$ cat config.mk
export PLATFORM = sky130hd
export DESIGN_NAME = mrd_host_flat
export DESIGN_NICKNAME = d
export VERILOG_FILES = /design/src/mrd_pkg.sv /design/src/mrd_bus_if.sv /design/src/mrd_host.sv /design/src/flat_wrapper.sv
export VERILOG_INCLUDE_DIRS = /design/src
export SDC_FILE = /design/constraint.sdc
export NUM_CORES = 1
export LEC_CHECK = 0
export BUFFER_PORTS_ARGS = -buffer_cell sky130_fd_sc_hd__clkbuf_2
export CORE_MARGIN = 2
export CORE_UTILIZATION = 45
export CTS_CLUSTER_SIZE = 14
export DETAILED_ROUTE_END_ITERATION = 8
export GPL_TIMING_DRIVEN = 0
export PLACE_DENSITY_LB_ADDON = 0.08
export SLEW_MARGIN = 20
export SYNTH_ARGS = -nofsm -noshare
export SYNTH_HDL_FRONTEND = slang
export SYNTH_SLANG_ARGS = --single-unit
export TNS_END_PERCENT = 30
$ cat constraint.sdc
create_clock -name aclk -period 2.15 [get_ports aclk]
set_input_delay 0.3225 -clock aclk [delete_from_list [all_inputs] [get_ports aclk]]
set_output_delay 0.3225 -clock aclk [all_outputs]
set_load 0.01 [all_outputs]
$ cat src/mrd_consts.svh
// constants for the master register decode block
`ifndef MRD_CONSTS_SVH
`define MRD_CONSTS_SVH
`define MRD_A_TEST_BIT 7
`define MRD_OFF_MASTER 8'h00
`define MRD_OFF_CONFIG 8'h01
`define MRD_OFF_IRQSRC 8'h02
`define MRD_OFF_RATE 8'h03
`define MRD_OFF_CLKACT 8'h04
`define MRD_OFF_CONTROL 8'h05
`define MRD_OFF_SYNTH 8'h06
`define MRD_OFF_RECCTL 8'h08
`define MRD_OFF_RECCFG 8'h09
`define MRD_OFF_TXCFG 8'h0A
`define MRD_OFF_RXCFG 8'h0C
`define MRD_OFF_TEST 8'h80
`define MRD_BIT_RESET 7
`define MRD_BIT_TIP 3
// family and revision codes: arbitrary values
`define MRD_FAMILY 3'h5
`define MRD_REVISION 3'h2
`define MRD_CONFIG_RST 8'h71
`define MRD_RATE_RST 8'h03
`define MRD_XFER_CYCLES 4'h8
`define MRD_XFER_ONE 4'h1
`define MRD_XFER_ZERO 4'h0
`define MRD_PHASE 4'h6
`define MRD_CMD_READ 2'h1
`define MRD_CMD_WRITE 2'h2
`define MRD_AXI_CMD 4'h0
`define MRD_AXI_ADDR 4'h4
`define MRD_AXI_WDATA 4'h8
`define MRD_AXI_STATUS 4'hC
`endif

$ cat src/mrd_pkg.sv
// state type of the host end of the register bus
package mrd_pkg;
  typedef enum logic [2:0] {MRD_IDLE, MRD_SETUP, MRD_STROBE, MRD_HOLD, MRD_DONE} mrd_host_state_t;
endpackage

$ cat src/mrd_bus_if.sv
// parallel register bus joining the host and the device
`timescale 1ns/1ps
interface mrd_bus_if;
  logic chip_select_n;
  logic read_strobe_n;
  logic write_strobe_n;
  logic ale;
  logic [7:0] addr;
  logic [7:0] data_h2d;
  logic data_h2d_oe;
  logic [7:0] data_d2h;
  logic data_d2h_oe;
  modport device (input chip_select_n, read_strobe_n, write_strobe_n, ale, addr, data_h2d,
    data_h2d_oe, output data_d2h, data_d2h_oe);
  modport host (output chip_select_n, read_strobe_n, write_strobe_n, ale, addr, data_h2d,
    data_h2d_oe, input data_d2h, data_d2h_oe);
endinterface

$ cat src/mrd_host.sv
// host end: AXI4-Lite command registers driving the parallel bus
//
// Added by the designer: the AXI4-Lite register port.
`timescale 1ns/1ps
`include "mrd_consts.svh"
module mrd_host
  import mrd_pkg::*;
(
  // clock and reset
  input wire logic aclk,
  input wire logic aresetn,
  // axi4-lite slave
  input wire logic [31:0] s_axi_awaddr,
  input wire logic s_axi_awvalid,
  output logic s_axi_awready,
  input wire logic [31:0] s_axi_wdata,
  input wire logic [3:0] s_axi_wstrb,
  input wire logic s_axi_wvalid,
  output logic s_axi_wready,
  output logic [1:0] s_axi_bresp,
  output logic s_axi_bvalid,
  input wire logic s_axi_bready,
  input wire logic [31:0] s_axi_araddr,
  input wire logic s_axi_arvalid,
  output logic s_axi_arready,
  output logic [31:0] s_axi_rdata,
  output logic [1:0] s_axi_rresp,
  output logic s_axi_rvalid,
  input wire logic s_axi_rready,
  // parallel bus
  mrd_bus_if.host bus
);
  localparam logic [3:0] PHASE = `MRD_PHASE;
  mrd_host_state_t state;
  logic [3:0] tick;
  logic [7:0] addr_r;
  logic [7:0] wdata_r;
  logic [7:0] rdata_r;
  logic is_write;
  logic busy;
  logic aw_got;
  logic w_got;
  logic [31:0] aw_q;
  logic [31:0] w_q;
  logic [31:0] next_rdata;
  logic go;
  //////////////////////////////////////////////////////////////////////////////
  // axi write side: take address and data in any order
  always_ff @(posedge aclk)
  begin
    if (!aresetn)
    begin
      aw_got <= 1'b0;
      w_got <= 1'b0;
      aw_q <= 32'h00000000;
      w_q <= 32'h00000000;
      s_axi_awready <= 1'b0;
      s_axi_wready <= 1'b0;
      s_axi_bvalid <= 1'b0;
      s_axi_bresp <= 2'h0;
    end
    else
    begin
      s_axi_awready <= !aw_got && !s_axi_awready && s_axi_awvalid && !s_axi_bvalid;
      s_axi_wready <= !w_got && !s_axi_wready && s_axi_wvalid && !s_axi_bvalid;
      if (s_axi_awvalid && s_axi_awready)
      begin
        aw_got <= 1'b1;
        aw_q <= s_axi_awaddr;
      end
      if (s_axi_wvalid && s_axi_wready)
      begin
        w_got <= 1'b1;
        w_q <= s_axi_wdata;
      end
      if (aw_got && w_got && !s_axi_bvalid)
      begin
        aw_got <= 1'b0;
        w_got <= 1'b0;
        s_axi_bvalid <= 1'b1;
        s_axi_bresp <= (aw_q[3:0] == `MRD_AXI_STATUS) ? 2'h2 : 2'h0;
      end
      else if (s_axi_bvalid && s_axi_bready)
        s_axi_bvalid <= 1'b0;
    end
  end
  // command register; command writes while busy start no access, address and data writes still land
  always_ff @(posedge aclk)
  begin
    if (!aresetn)
    begin
      addr_r <= 8'h00;
      wdata_r <= 8'h00;
      go <= 1'b0;
      is_write <= 1'b0;
    end
    else
    begin
      go <= 1'b0;
      if (aw_got && w_got && !s_axi_bvalid)
      begin
        case (aw_q[3:0])
          `MRD_AXI_ADDR: addr_r <= w_q[7:0];
          `MRD_AXI_WDATA: wdata_r <= w_q[7:0];
          `MRD_AXI_CMD:
          begin
            go <= !busy && (w_q[1:0] == `MRD_CMD_READ || w_q[1:0] == `MRD_CMD_WRITE);
            is_write <= w_q[1:0] == `MRD_CMD_WRITE;
          end
          default: ;
        endcase
      end
    end
  end
  //////////////////////////////////////////////////////////////////////////////
  // bus sequencer; chip select wraps the whole strobe
  always_ff @(posedge aclk)
  begin
    if (!aresetn)
    begin
      state <= MRD_IDLE;
      tick <= 4'h0;
      busy <= 1'b0;
      rdata_r <= 8'h00;
      bus.chip_select_n <= 1'b1;
      bus.read_strobe_n <= 1'b1;
      bus.write_strobe_n <= 1'b1;
      bus.ale <= 1'b0;
      bus.addr <= 8'h00;
      bus.data_h2d <= 8'h00;
      bus.data_h2d_oe <= 1'b0;
    end
    else
    begin
      tick <= tick + 4'h1;
      case (state)
        MRD_IDLE:
          if (go)
          begin
            busy <= 1'b1;
            tick <= 4'h0;
            state <= MRD_SETUP;
            bus.chip_select_n <= 1'b0;
            bus.ale <= 1'b1;
            bus.addr <= addr_r;
            bus.data_h2d <= wdata_r;
            bus.data_h2d_oe <= is_write;
          end
        MRD_SETUP:
          if (tick == PHASE)
          begin
            tick <= 4'h0;
            bus.ale <= 1'b0;
            bus.read_strobe_n <= is_write;
            bus.write_strobe_n <= !is_write;
            state <= MRD_STROBE;
          end
        MRD_STROBE:
          if (tick == PHASE)
          begin
            tick <= 4'h0;
            rdata_r <= bus.data_d2h;
            bus.read_strobe_n <= 1'b1;
            bus.write_strobe_n <= 1'b1;
            state <= MRD_HOLD;
          end
        MRD_HOLD:
          if (tick == PHASE)
          begin
            bus.chip_select_n <= 1'b1;
            bus.data_h2d_oe <= 1'b0;
            state <= MRD_DONE;
          end
        MRD_DONE:
        begin
          busy <= 1'b0;
          state <= MRD_IDLE;
        end
        default: state <= MRD_IDLE;
      endcase
    end
  end
  //////////////////////////////////////////////////////////////////////////////
  // axi read side
  always_comb
  begin
    case (s_axi_araddr[3:0])
      `MRD_AXI_ADDR: next_rdata = {24'h000000, addr_r};
      `MRD_AXI_WDATA: next_rdata = {24'h000000, wdata_r};
      `MRD_AXI_STATUS: next_rdata = {23'h000000, busy, rdata_r};
      default: next_rdata = 32'h00000000;
    endcase
  end
  always_ff @(posedge aclk)
  begin
    if (!aresetn)
    begin
      s_axi_arready <= 1'b0;
      s_axi_rvalid <= 1'b0;
      s_axi_rdata <= 32'h00000000;
      s_axi_rresp <= 2'h0;
    end
    else
    begin
      s_axi_arready <= s_axi_arvalid && !s_axi_arready && !s_axi_rvalid;
      if (s_axi_arvalid && s_axi_arready)
      begin
        s_axi_rvalid <= 1'b1;
        s_axi_rdata <= next_rdata;
      end
      else if (s_axi_rvalid && s_axi_rready)
        s_axi_rvalid <= 1'b0;
    end
  end
endmodule

$ cat src/flat_wrapper.sv
// flat-port wrapper written by rule: the top's interface ports become plain ports
module mrd_host_flat import mrd_pkg::*;
  (aclk, aresetn, s_axi_awaddr, s_axi_awvalid, s_axi_awready, s_axi_wdata, s_axi_wstrb, s_axi_wvalid, s_axi_wready, s_axi_bresp, s_axi_bvalid, s_axi_bready, s_axi_araddr, s_axi_arvalid, s_axi_arready, s_axi_rdata, s_axi_rresp, s_axi_rvalid, s_axi_rready, bus_chip_select_n, bus_read_strobe_n, bus_write_strobe_n, bus_ale, bus_addr, bus_data_h2d, bus_data_h2d_oe, bus_data_d2h, bus_data_d2h_oe);
  mrd_bus_if bus_i ();
  input wire logic aclk;
  input wire logic aresetn;
  input wire logic [31:0] s_axi_awaddr;
  input wire logic s_axi_awvalid;
  output logic s_axi_awready;
  input wire logic [31:0] s_axi_wdata;
  input wire logic [3:0] s_axi_wstrb;
  input wire logic s_axi_wvalid;
  output logic s_axi_wready;
  output logic [1:0] s_axi_bresp;
  output logic s_axi_bvalid;
  input wire logic s_axi_bready;
  input wire logic [31:0] s_axi_araddr;
  input wire logic s_axi_arvalid;
  output logic s_axi_arready;
  output logic [31:0] s_axi_rdata;
  output logic [1:0] s_axi_rresp;
  output logic s_axi_rvalid;
  input wire logic s_axi_rready;
  output wire logic [$bits(bus_i.chip_select_n)-1:0] bus_chip_select_n;
  output wire logic [$bits(bus_i.read_strobe_n)-1:0] bus_read_strobe_n;
  output wire logic [$bits(bus_i.write_strobe_n)-1:0] bus_write_strobe_n;
  output wire logic [$bits(bus_i.ale)-1:0] bus_ale;
  output wire logic [$bits(bus_i.addr)-1:0] bus_addr;
  output wire logic [$bits(bus_i.data_h2d)-1:0] bus_data_h2d;
  output wire logic [$bits(bus_i.data_h2d_oe)-1:0] bus_data_h2d_oe;
  input wire logic [$bits(bus_i.data_d2h)-1:0] bus_data_d2h;
  input wire logic [$bits(bus_i.data_d2h_oe)-1:0] bus_data_d2h_oe;
  assign bus_chip_select_n = bus_i.chip_select_n;
  assign bus_read_strobe_n = bus_i.read_strobe_n;
  assign bus_write_strobe_n = bus_i.write_strobe_n;
  assign bus_ale = bus_i.ale;
  assign bus_addr = bus_i.addr;
  assign bus_data_h2d = bus_i.data_h2d;
  assign bus_data_h2d_oe = bus_i.data_h2d_oe;
  assign bus_i.data_d2h = bus_data_d2h;
  assign bus_i.data_d2h_oe = bus_data_d2h_oe;
  mrd_host u_core (.aclk(aclk), .aresetn(aresetn), .s_axi_awaddr(s_axi_awaddr), .s_axi_awvalid(s_axi_awvalid), .s_axi_awready(s_axi_awready), .s_axi_wdata(s_axi_wdata), .s_axi_wstrb(s_axi_wstrb), .s_axi_wvalid(s_axi_wvalid), .s_axi_wready(s_axi_wready), .s_axi_bresp(s_axi_bresp), .s_axi_bvalid(s_axi_bvalid), .s_axi_bready(s_axi_bready), .s_axi_araddr(s_axi_araddr), .s_axi_arvalid(s_axi_arvalid), .s_axi_arready(s_axi_arready), .s_axi_rdata(s_axi_rdata), .s_axi_rresp(s_axi_rresp), .s_axi_rvalid(s_axi_rvalid), .s_axi_rready(s_axi_rready), .bus(bus_i));
endmodule
* After elaboration in Yosys (flattened, before gate mapping)
Index checks and enable logic that the tools add are counted.
** Storage, ports and cells
- Flip-flop bits (word level) :: 108
- Latch bits :: 0
- Memory bits (writable) :: 0
- ROM bits :: 0
- Logic and storage cells :: 119
- Memories kept :: 0
** Operators by class
- Add/sub/neg operators :: 1
- $mul :: 0
- Divide/modulo/power cells :: 0
- $lt $le $gt $ge :: 0
- Equality and inequality tests :: 17
- Shift operators :: 0
- Muxes and demuxes :: 27
- Bitwise logic cells :: 1
- Reductions and logical operators :: 47
** Operators with widths (number)
- $pmux W9 S3 :: 1
- $eq A4 B4 Y1 const B :: 4
- $logic_and A1 B1 Y1 :: 16
- $eq A4 B3 Y1 const B :: 3
- $mux W3 :: 4
- $pmux W1 S2 :: 6
- $pmux W3 S4 :: 1
- $reduce_and A2 Y1 :: 6
- $reduce_and A3 Y1 :: 4
- $reduce_bool A2 Y1 :: 6
- $mux W1 :: 11
- $logic_not A1 Y1 :: 9
- $mux W4 :: 2
- $ne A2 B1 Y1 const B :: 4
- $pmux W4 S2 :: 1
- $eq A3 B2 Y1 const B :: 2
- $add A4 B1 Y4 const B :: 1
- $logic_not A4 Y1 :: 1
- $reduce_and A4 Y1 :: 1
- $reduce_or A2 Y1 :: 2
- $eq A3 B1 Y1 const B :: 1
- $eq A3 B3 Y1 const B :: 1
- $logic_not A3 Y1 :: 1
- $eq A2 B1 Y1 const B :: 1
- 4 further kinds :: 4

* Longest topological paths before layout
Gate-level depths: netlist of run 1.
- Word-level depth :: 4
- Mapped depth :: 6

* Worst setup path before layout of run 1
No wires, ideal clock.
- Path type :: register -> register
- Start :: register u_core.tick[0]
- End :: register u_core.tick[2]
- Library setup time :: 0.138 ns
- Data arrival time :: 1.354 ns
- Required time :: 2.012 ns
- Setup slack :: 0.658 ns
- Stages on the path, launching flop included :: 6
- Buffers on the path :: 0
- Cell sequence :: dfxtp_1 -> inv_1 -> ha_1 -> nand3b_1 -> a2111oi_2 -> nor3_1
** Between the ends
- Word-level cells in the longest chain between the ends :: 3
- Elaborated cells on any way between the ends :: 5
** RTL lines
- from (decl) :: RTL line mrd_host.sv:35 : logic [3:0] tick;
- from (signal assigned) :: RTL line mrd_host.sv:135 : tick <= tick + 4'h1;
- $add A4 B1 Y4 / $eq A4 B3 Y1 (equally long branches) :: RTL line mrd_host.sv:135, mrd_host.sv:150, mrd_host.sv:159
- $mux W4 (on tied branches) :: RTL line mrd_host.sv:150, mrd_host.sv:159, mrd_host.sv:138
- $pmux W4 S2 (*) :: RTL line mrd_host.sv:136 : case (state)
Every way passes the cells marked *; elsewhere a longest branch is shown, timed or not.
A chain may end at the register's enable or synchronous reset.

* Worst setup path after layout of run 1
- Start :: register u_core.tick[0]
- End :: register u_core.tick[3]
Same word-level chain as after synthesis.

==> flow_summary.ini, run 1 <==
[final_layout]
n_antenna_cell = 0
final-seq-area_um2 = 1680
final_area_um2 = 4330
areaGrowthSynthToFinish_pct = 20.3
fillers = 737
drive_gt1_share_pct = 26.6
fin_cells = 625
nets = 637
multi_input_comb_area_um2 = 1680

[logic_synthesis]
avgSynthCellArea_um2 = 8.64
ys_ff_latch = 84
ys_top_cells_by_area = dfxtp_1 (47%), a21oi_1 (8.8%), nand2_1 (6.4%), buf_4 (5.8%), nand3_1 (5.4%)
yosys_warnings = 0
synth.distinct_cells = 44
async_flop_share_pct = 0
syn-instance-count = 417
synth-edff-count = 0
netlist.area_leader.share_pct = 46.7
ys.flop_type = dfxtp_1
synth.largest_area_cell = dfxtp_1
syn_area_um2 = 3600
ys_seq_area_share_pct = 46.7

[grt]
grt_pass1_vias = 2839
antenna_found_initial = 0
track_usage_pct = 21.0
grt-ovfl-total = 0
grt_pass1_wl_um = 14300
grt_max_degree = 16

[cts]
htreeDepth = 3
cts_root_buffer = clkbuf_8
cts.clk_slew.worst_paths_ps = 90
hold_buffers = 0
clock_sinks = 84
numCtsBuffers = 9
clkLatencyLatePin_ps = 360
clockBufferDepth = 2
cts_resized = 0
cts_tree = yes
postCtsSetupBuffers = 0

[routing]
dr.pass1.iters = 5
vias = 3250
totalWireLength_um = 8740
vias_per_cell = 5.20
drc = 0
post_drt_wl_per_cell_um = 14.0
initialDrtViolationCount = 159
ant_nets = 0

[worst_setup_path]
crit_fanout = 9
crit_required_ps = 2390
rr_worst_depth = 5
r2r_slack_ps = 330
max_stage_delay_ps = 650
timing.rr.start = u_core.tick[0]$_SDFF_PN0_
critPathKind = register to register
crit_slowest_cell = a2111oi_2
end_kind = register
critPathTopFamily = compound AO/OA/AOI/OAI gates
critPathLaunchType = register
rr_endpoint = u_core.tick[3]$_SDFF_PN0_
worstPathArrival_ps = 2060
cp_cell_sequence = inv_1, ha_1, nand3b_1, a2111oi_2, nor3_1
worst-path-buf-inv = 1

[placement]
place.gp.congestion = 0.880
dp_hpwl_um = 6430
dp_cells = 609
place_area_um2 = 4150
io_buffer_count = 65

[worst_hold_path]
hp-class = input pin to register
holdPathEnd = u_core.w_q[5]$_SDFFE_PN0P_
min_path_cells = 3
hold_start = s_axi_wdata[5]

[sta]
finalSetupTns_ps = 0
slew_violations = 0
finalClockSkew_ps = 15.7
setup_violations = 0
slew_headroom_pct = 45.9
worst_pin_slew_ps = 804
min_period_ps = 1820
period_share_pct = 84.5
max_freq_ghz = 0.550
hold_slack_ps = 189
hold_viol_final = 0
rsz0062_at_grt = no

[power_and_ir_drop]
vdd.ir_drop.worst_uv = 303
p_leak_nw = 1.71
powerDensity_nw_per_um2 = 658

[run]
maxCapViolations = 0

[floorplan]
fp.dieH_um = 93.5
core_um2 = 7730
start_util_pct = 46.6
die_w_um = 93.5
rows = 32
io_pins = 178
fp.dieArea_um2 = 8740

[run_status]
outcome = finished, final reports clean
[sequential cells by signal, summed over array words and instances, names as in the netlist, 3 cells and up]
register	count
u_core.w_q	8
u_core.wdata_r	8
u_core.s_axi_rdata	9
u_core.tick	4
u_core.addr_r	8
u_core.state	3
u_core.bus.addr	8
u_core.rdata_r	8
u_core.bus.data_h2d	8
u_core.aw_q	4
[routing by layer]
layer  part of all wire (%)  wire [um]  vias to the layer above  GRT usage [%]
met5                      0          0                        -              0
met4                    1.8        153                        0           8.82
met3                    5.6        486                       13           2.98
met2                     46       3990                      105           32.6
met1                     47       4110                     1499           29.2
li1                       -          -                     1633              -
[stage by stage]
step / util (%) / power (W) / worst slack [ps]
5_1_grt: 56.1 / 0.00296 / 170
3_3_place_gp: 53.7 / 0.00182 / 350
6_report: 56.1 / 0.00285 / 332
2_1_floorplan: - / 0.00176 / 658
4_1_cts: 56.1 / 0.00287 / 323
3_5_place_dp: 53.7 / 0.00183 / 292
[worst reg2reg max path, delay by kind of cell (launching register included)]
| kind | cells | cell delay, ps |
|---|---|---|
| AOI/OAI and AO/OA | 1 | 650 |
| and+or+nand+nor | 2 | 430 |
| buffers and inverters | 1 | 70 |
| DFF | 1 | 340 |
| adders and majority gates | 1 | 210 |
[cell usage in the layout (no fill, tap or decap), types with 8 or more instances in the layout]
| master | netlist | final |
|---|---|---|
| clkbuf_2 | 0 | 65 |
| buf_2 | 8 | 8 |
| conb_1 | 1 | 26 |
| o21ai_0 | 35 | 35 |
| mux2_2 | 8 | 8 |
| clkbuf_8 | 0 | 10 |
| a22oi_1 | 8 | 8 |
| dfxtp_1 | 84 | 84 |
| nand3_1 | 39 | 39 |
| buf_4 | 28 | 28 |
| a21oi_1 | 63 | 63 |
| nand2_1 | 61 | 61 |
| clkbuf_1 | 13 | 13 |
[how the worst max path moves through the flow]
stage	startpoint	depth (start not counted)	slack [ps]	endpoint
after detailed placement	aresetn	5	290	u_core.rdata_r[2]$_SDFFE_PN0P_
after CTS	u_core.tick[0]$_SDFF_PN0_	5	320	u_core.tick[3]$_SDFF_PN0_
after global placement	u_core.tick[0]$_SDFF_PN0_	5	350	u_core.tick[3]$_SDFF_PN0_
after floorplan	u_core.tick[0]$_SDFF_PN0_	5	660	u_core.tick[2]$_SDFF_PN0_
after global routing	u_core.tick[0]$_SDFF_PN0_	5	170	u_core.tick[3]$_SDFF_PN0_
final	u_core.tick[0]$_SDFF_PN0_	5	330	u_core.tick[3]$_SDFF_PN0_
[cells by family (layout without fill, tap and decap cells)]
kind of cell / count (synthesis) / after routing / share of synthesized area [%]
simple gates: 142 / 142 / 21.6
fa+ha+maj: 3 / 3 / 1.04
compound gates: 119 / 119 / 18.1
xor+xnor: 3 / 3 / 0.729
mux: 8 / 8 / 2.50
flops: 84 / 84 / 46.7
other cells: 1 / 26 / 0.104
buf+inv: 57 / 138 / 9.34
[cells in the mapped netlist (all sizes together), types with 4 or more instances]
library cell and instances:
clkbuf 13, nand2 61, nand3 39, dfxtp 84, mux2 8, a21oi 63, nor2 4, nor3 5
nor4b 7, o21ai 37, a22oi 8, buf 39, inv 5
[layout make-up]
class	count	share of cell area, %
repair buffers	65	7.51
multi-input cells	301	38.7
inverters	5	0.433
plain buffers	52	7.33
clock buffers	10	3.18
well taps	102	2.94
flip-flops and latches	84	38.8
clock inverters	6	1.07
[report_power, final]
group	total [W]	switching (W)	internal, W
logic	0.000200	0.000115	0.0000849
registers	0.00159	0.0000186	0.00157
clock network	0.00106	0.000601	0.000459
Note: power is estimated with default switching activity, not from simulation.
==> inputs of run 2 (changes only) <==
- CORE_UTILIZATION: 45 -> 41
- clock period: 2.15 -> 1.6 ns (I/O delays scaled with it)
==> flow_summary.ini, run 2 (same netlist as run 1, synthesis figures left out) <==
[run_status]
outcome = finished, final reports clean

[worst_setup_path]
startpoint = u_core.aw_q[0]$_SDFFE_PN0P_
crit_fanout = 8
path_common_cell = buf_2
cp_cell_sequence = buf_2, or4b_1, buf_2, o21ai_0, a21oi_1
crit_required_ps = 1820
max_stage_delay_ps = 520
worst-path-buf-inv = 2
end_kind = register
timing.rr.start = u_core.aw_q[0]$_SDFFE_PN0P_
crit_slowest_cell = or4b_1
critPathLaunchType = register
critPathKind = register to register
worstPathArrival_ps = 1750
critPathTopFamily = simple AND/OR/NAND/NOR gates

[power_and_ir_drop]
powerDensity_nw_per_um2 = 923
vdd.ir_drop.worst_uv = 413
switchingPower_w = 0.000946
finalPower_w = 0.00411
p_leak_nw = 1.75
switching_share_pct = 23.0
p_int_w = 0.00316
p_clk_share_pct = 41.2
p_seq_share_pct = 52.1
power_frac_comb_pct = 6.7

[sta]
finalSetupTns_ps = 0
max_freq_ghz = 0.653
hold_viol_final = 0
finalClockSkew_ps = 4.85
slew_violations = 0
slew_headroom_pct = 42.7
hold_slack_ps = 113
setup_violations = 0
period_share_pct = 95.7
min_period_ps = 1530
worst_pin_slew_ps = 852

[routing]
drc = 0
vias_per_cell = 5.08
initialDrtViolationCount = 128
totalWireLength_um = 8990
post_drt_wl_per_cell_um = 14.2
ant_nets = 0
vias = 3207
dr.pass1.iters = 4

[grt]
busiest_layer = met2
grt-ovfl-total = 0
gr-usage-met2_pct = 29.1
track_usage_pct = 19.0
grtUsageMet3_pct = 3.22
grt_pass1_vias = 2993
grt_max_degree = 14
use_met1_pct = 26.9
grt_pass1_wl_um = 14800
antenna_found_initial = 0

[floorplan]
fp.dieArea_um2 = 9560
io_pins = 178
rows = 34
start_util_pct = 41.7
die_w_um = 97.8
fp.dieH_um = 97.8
core_um2 = 8640

[final_layout]
regMostFlops = u_core.s_axi_rdata
fillers = 883
layout_common_cells = dfxtp_1 (83), clkbuf_2 (66), a21oi_1 (63)
fin_util_pct = 51.6
largest_register_ffs = 9
nets = 637
areaGrowthSynthToFinish_pct = 23.6
drive_gt1_share_pct = 27.5
n_antenna_cell = 0
final_common_cell = dfxtp_1

[placement]
dp_hpwl_um = 6620
place.gp.congestion = 0.809
io_buffer_count = 65

[cts]
cts.clk_slew.worst_paths_ps = 80
clkLatencyLatePin_ps = 350
numCtsBuffers = 9
cts_tree = yes
htreeDepth = 3
cts_root_buffer = clkbuf_8
clockBufferDepth = 2
hold_buffers = 0
clock_sinks = 84

[worst_hold_path]
hp-class = input pin to register
hold_start = s_axi_wdata[2]

[run]
maxCapViolations = 0
==> run 2: changes by cell type in the layout (fill, tap and decap cells not counted), moves of 2 or more <==
cell,previous run,this run
o21ai_0,35,26
o21ai_1,2,11
buf_4,28,33
buf_2,8,5
bufinv_16,0,2
clkinvlp_4,2,0
nor4b_2,3,1
nor4b_4,1,3
==> run 2: cell type report <==
| cell class | instances | area, um2 | share of cell area, % |
|---|---|---|---|
| timing repair buffer | 68 | 348 | 7.81 |
| sequential | 84 | 1680 | 37.8 |
| clock inverter | 3 | 68.8 | 1.55 |
| inverter | 5 | 18.8 | 0.421 |
| tap | 108 | 135 | 3.03 |
| clock buffer | 13 | 149 | 3.34 |
| multi-input combinational | 301 | 1740 | 39.0 |
| buffer | 49 | 315 | 7.08 |
==> run 2: through the flow <==
| step | std cells | setup WS, ps | area [um2] |
|---|---|---|---|
| floorplan | 442 | 108 | 3700 |
| global placement | 615 | -197 | 4160 |
| detailed placement | 615 | -213 | 4160 |
| CTS | 632 | 12.0 | 4410 |
| global route | 631 | -2.27 | 4450 |
| finish | 631 | 68.2 | 4450 |
==> run 2: worst paths after layout <==
path	end	slack, ps	cells after the start
setup / recovery	u_core.wdata_r[4]$_SDFFE_PN0P_	70	5
hold / removal	u_core.w_q[2]$_SDFFE_PN0P_	110	3
setup reg to reg	u_core.wdata_r[4]$_SDFFE_PN0P_	70	5
hold reg to reg	u_core.bus.addr[5]$_SDFFE_PN0P_	460	2
==> run 2: tightest hold or removal path, cell delays in order <==
cell	delay (ps)
clkbuf_2	80
nand3_1	50
a21oi_1	50
==> run 2: layer usage <==
layer | share of wire [%] | vias to the layer above
met3 | 5.2 | 18
met5 | 0 | -
met2 | 43 | 101
met1 | 49 | 1465
met4 | 2.7 | 0
li1 | - | 1623
==> run 2: what timing repair did <==
action	in CTS	in global routing
endpoints found under the setup margin	13	39
gates resized for setup	4	21
buffers inserted	1	2
pin swaps	1	0
==> run 2: power groups by stage <==
stage          clock network, W  registers [W]  logic (W)
4_1_cts                 0.00173        0.00214   0.000271
5_1_grt                 0.00182        0.00215   0.000306
2_1_floorplan                 0        0.00218   0.000180
3_3_place_gp                  0        0.00219   0.000266
3_5_place_dp                  0        0.00219   0.000268
6_report                0.00169        0.00214   0.000275
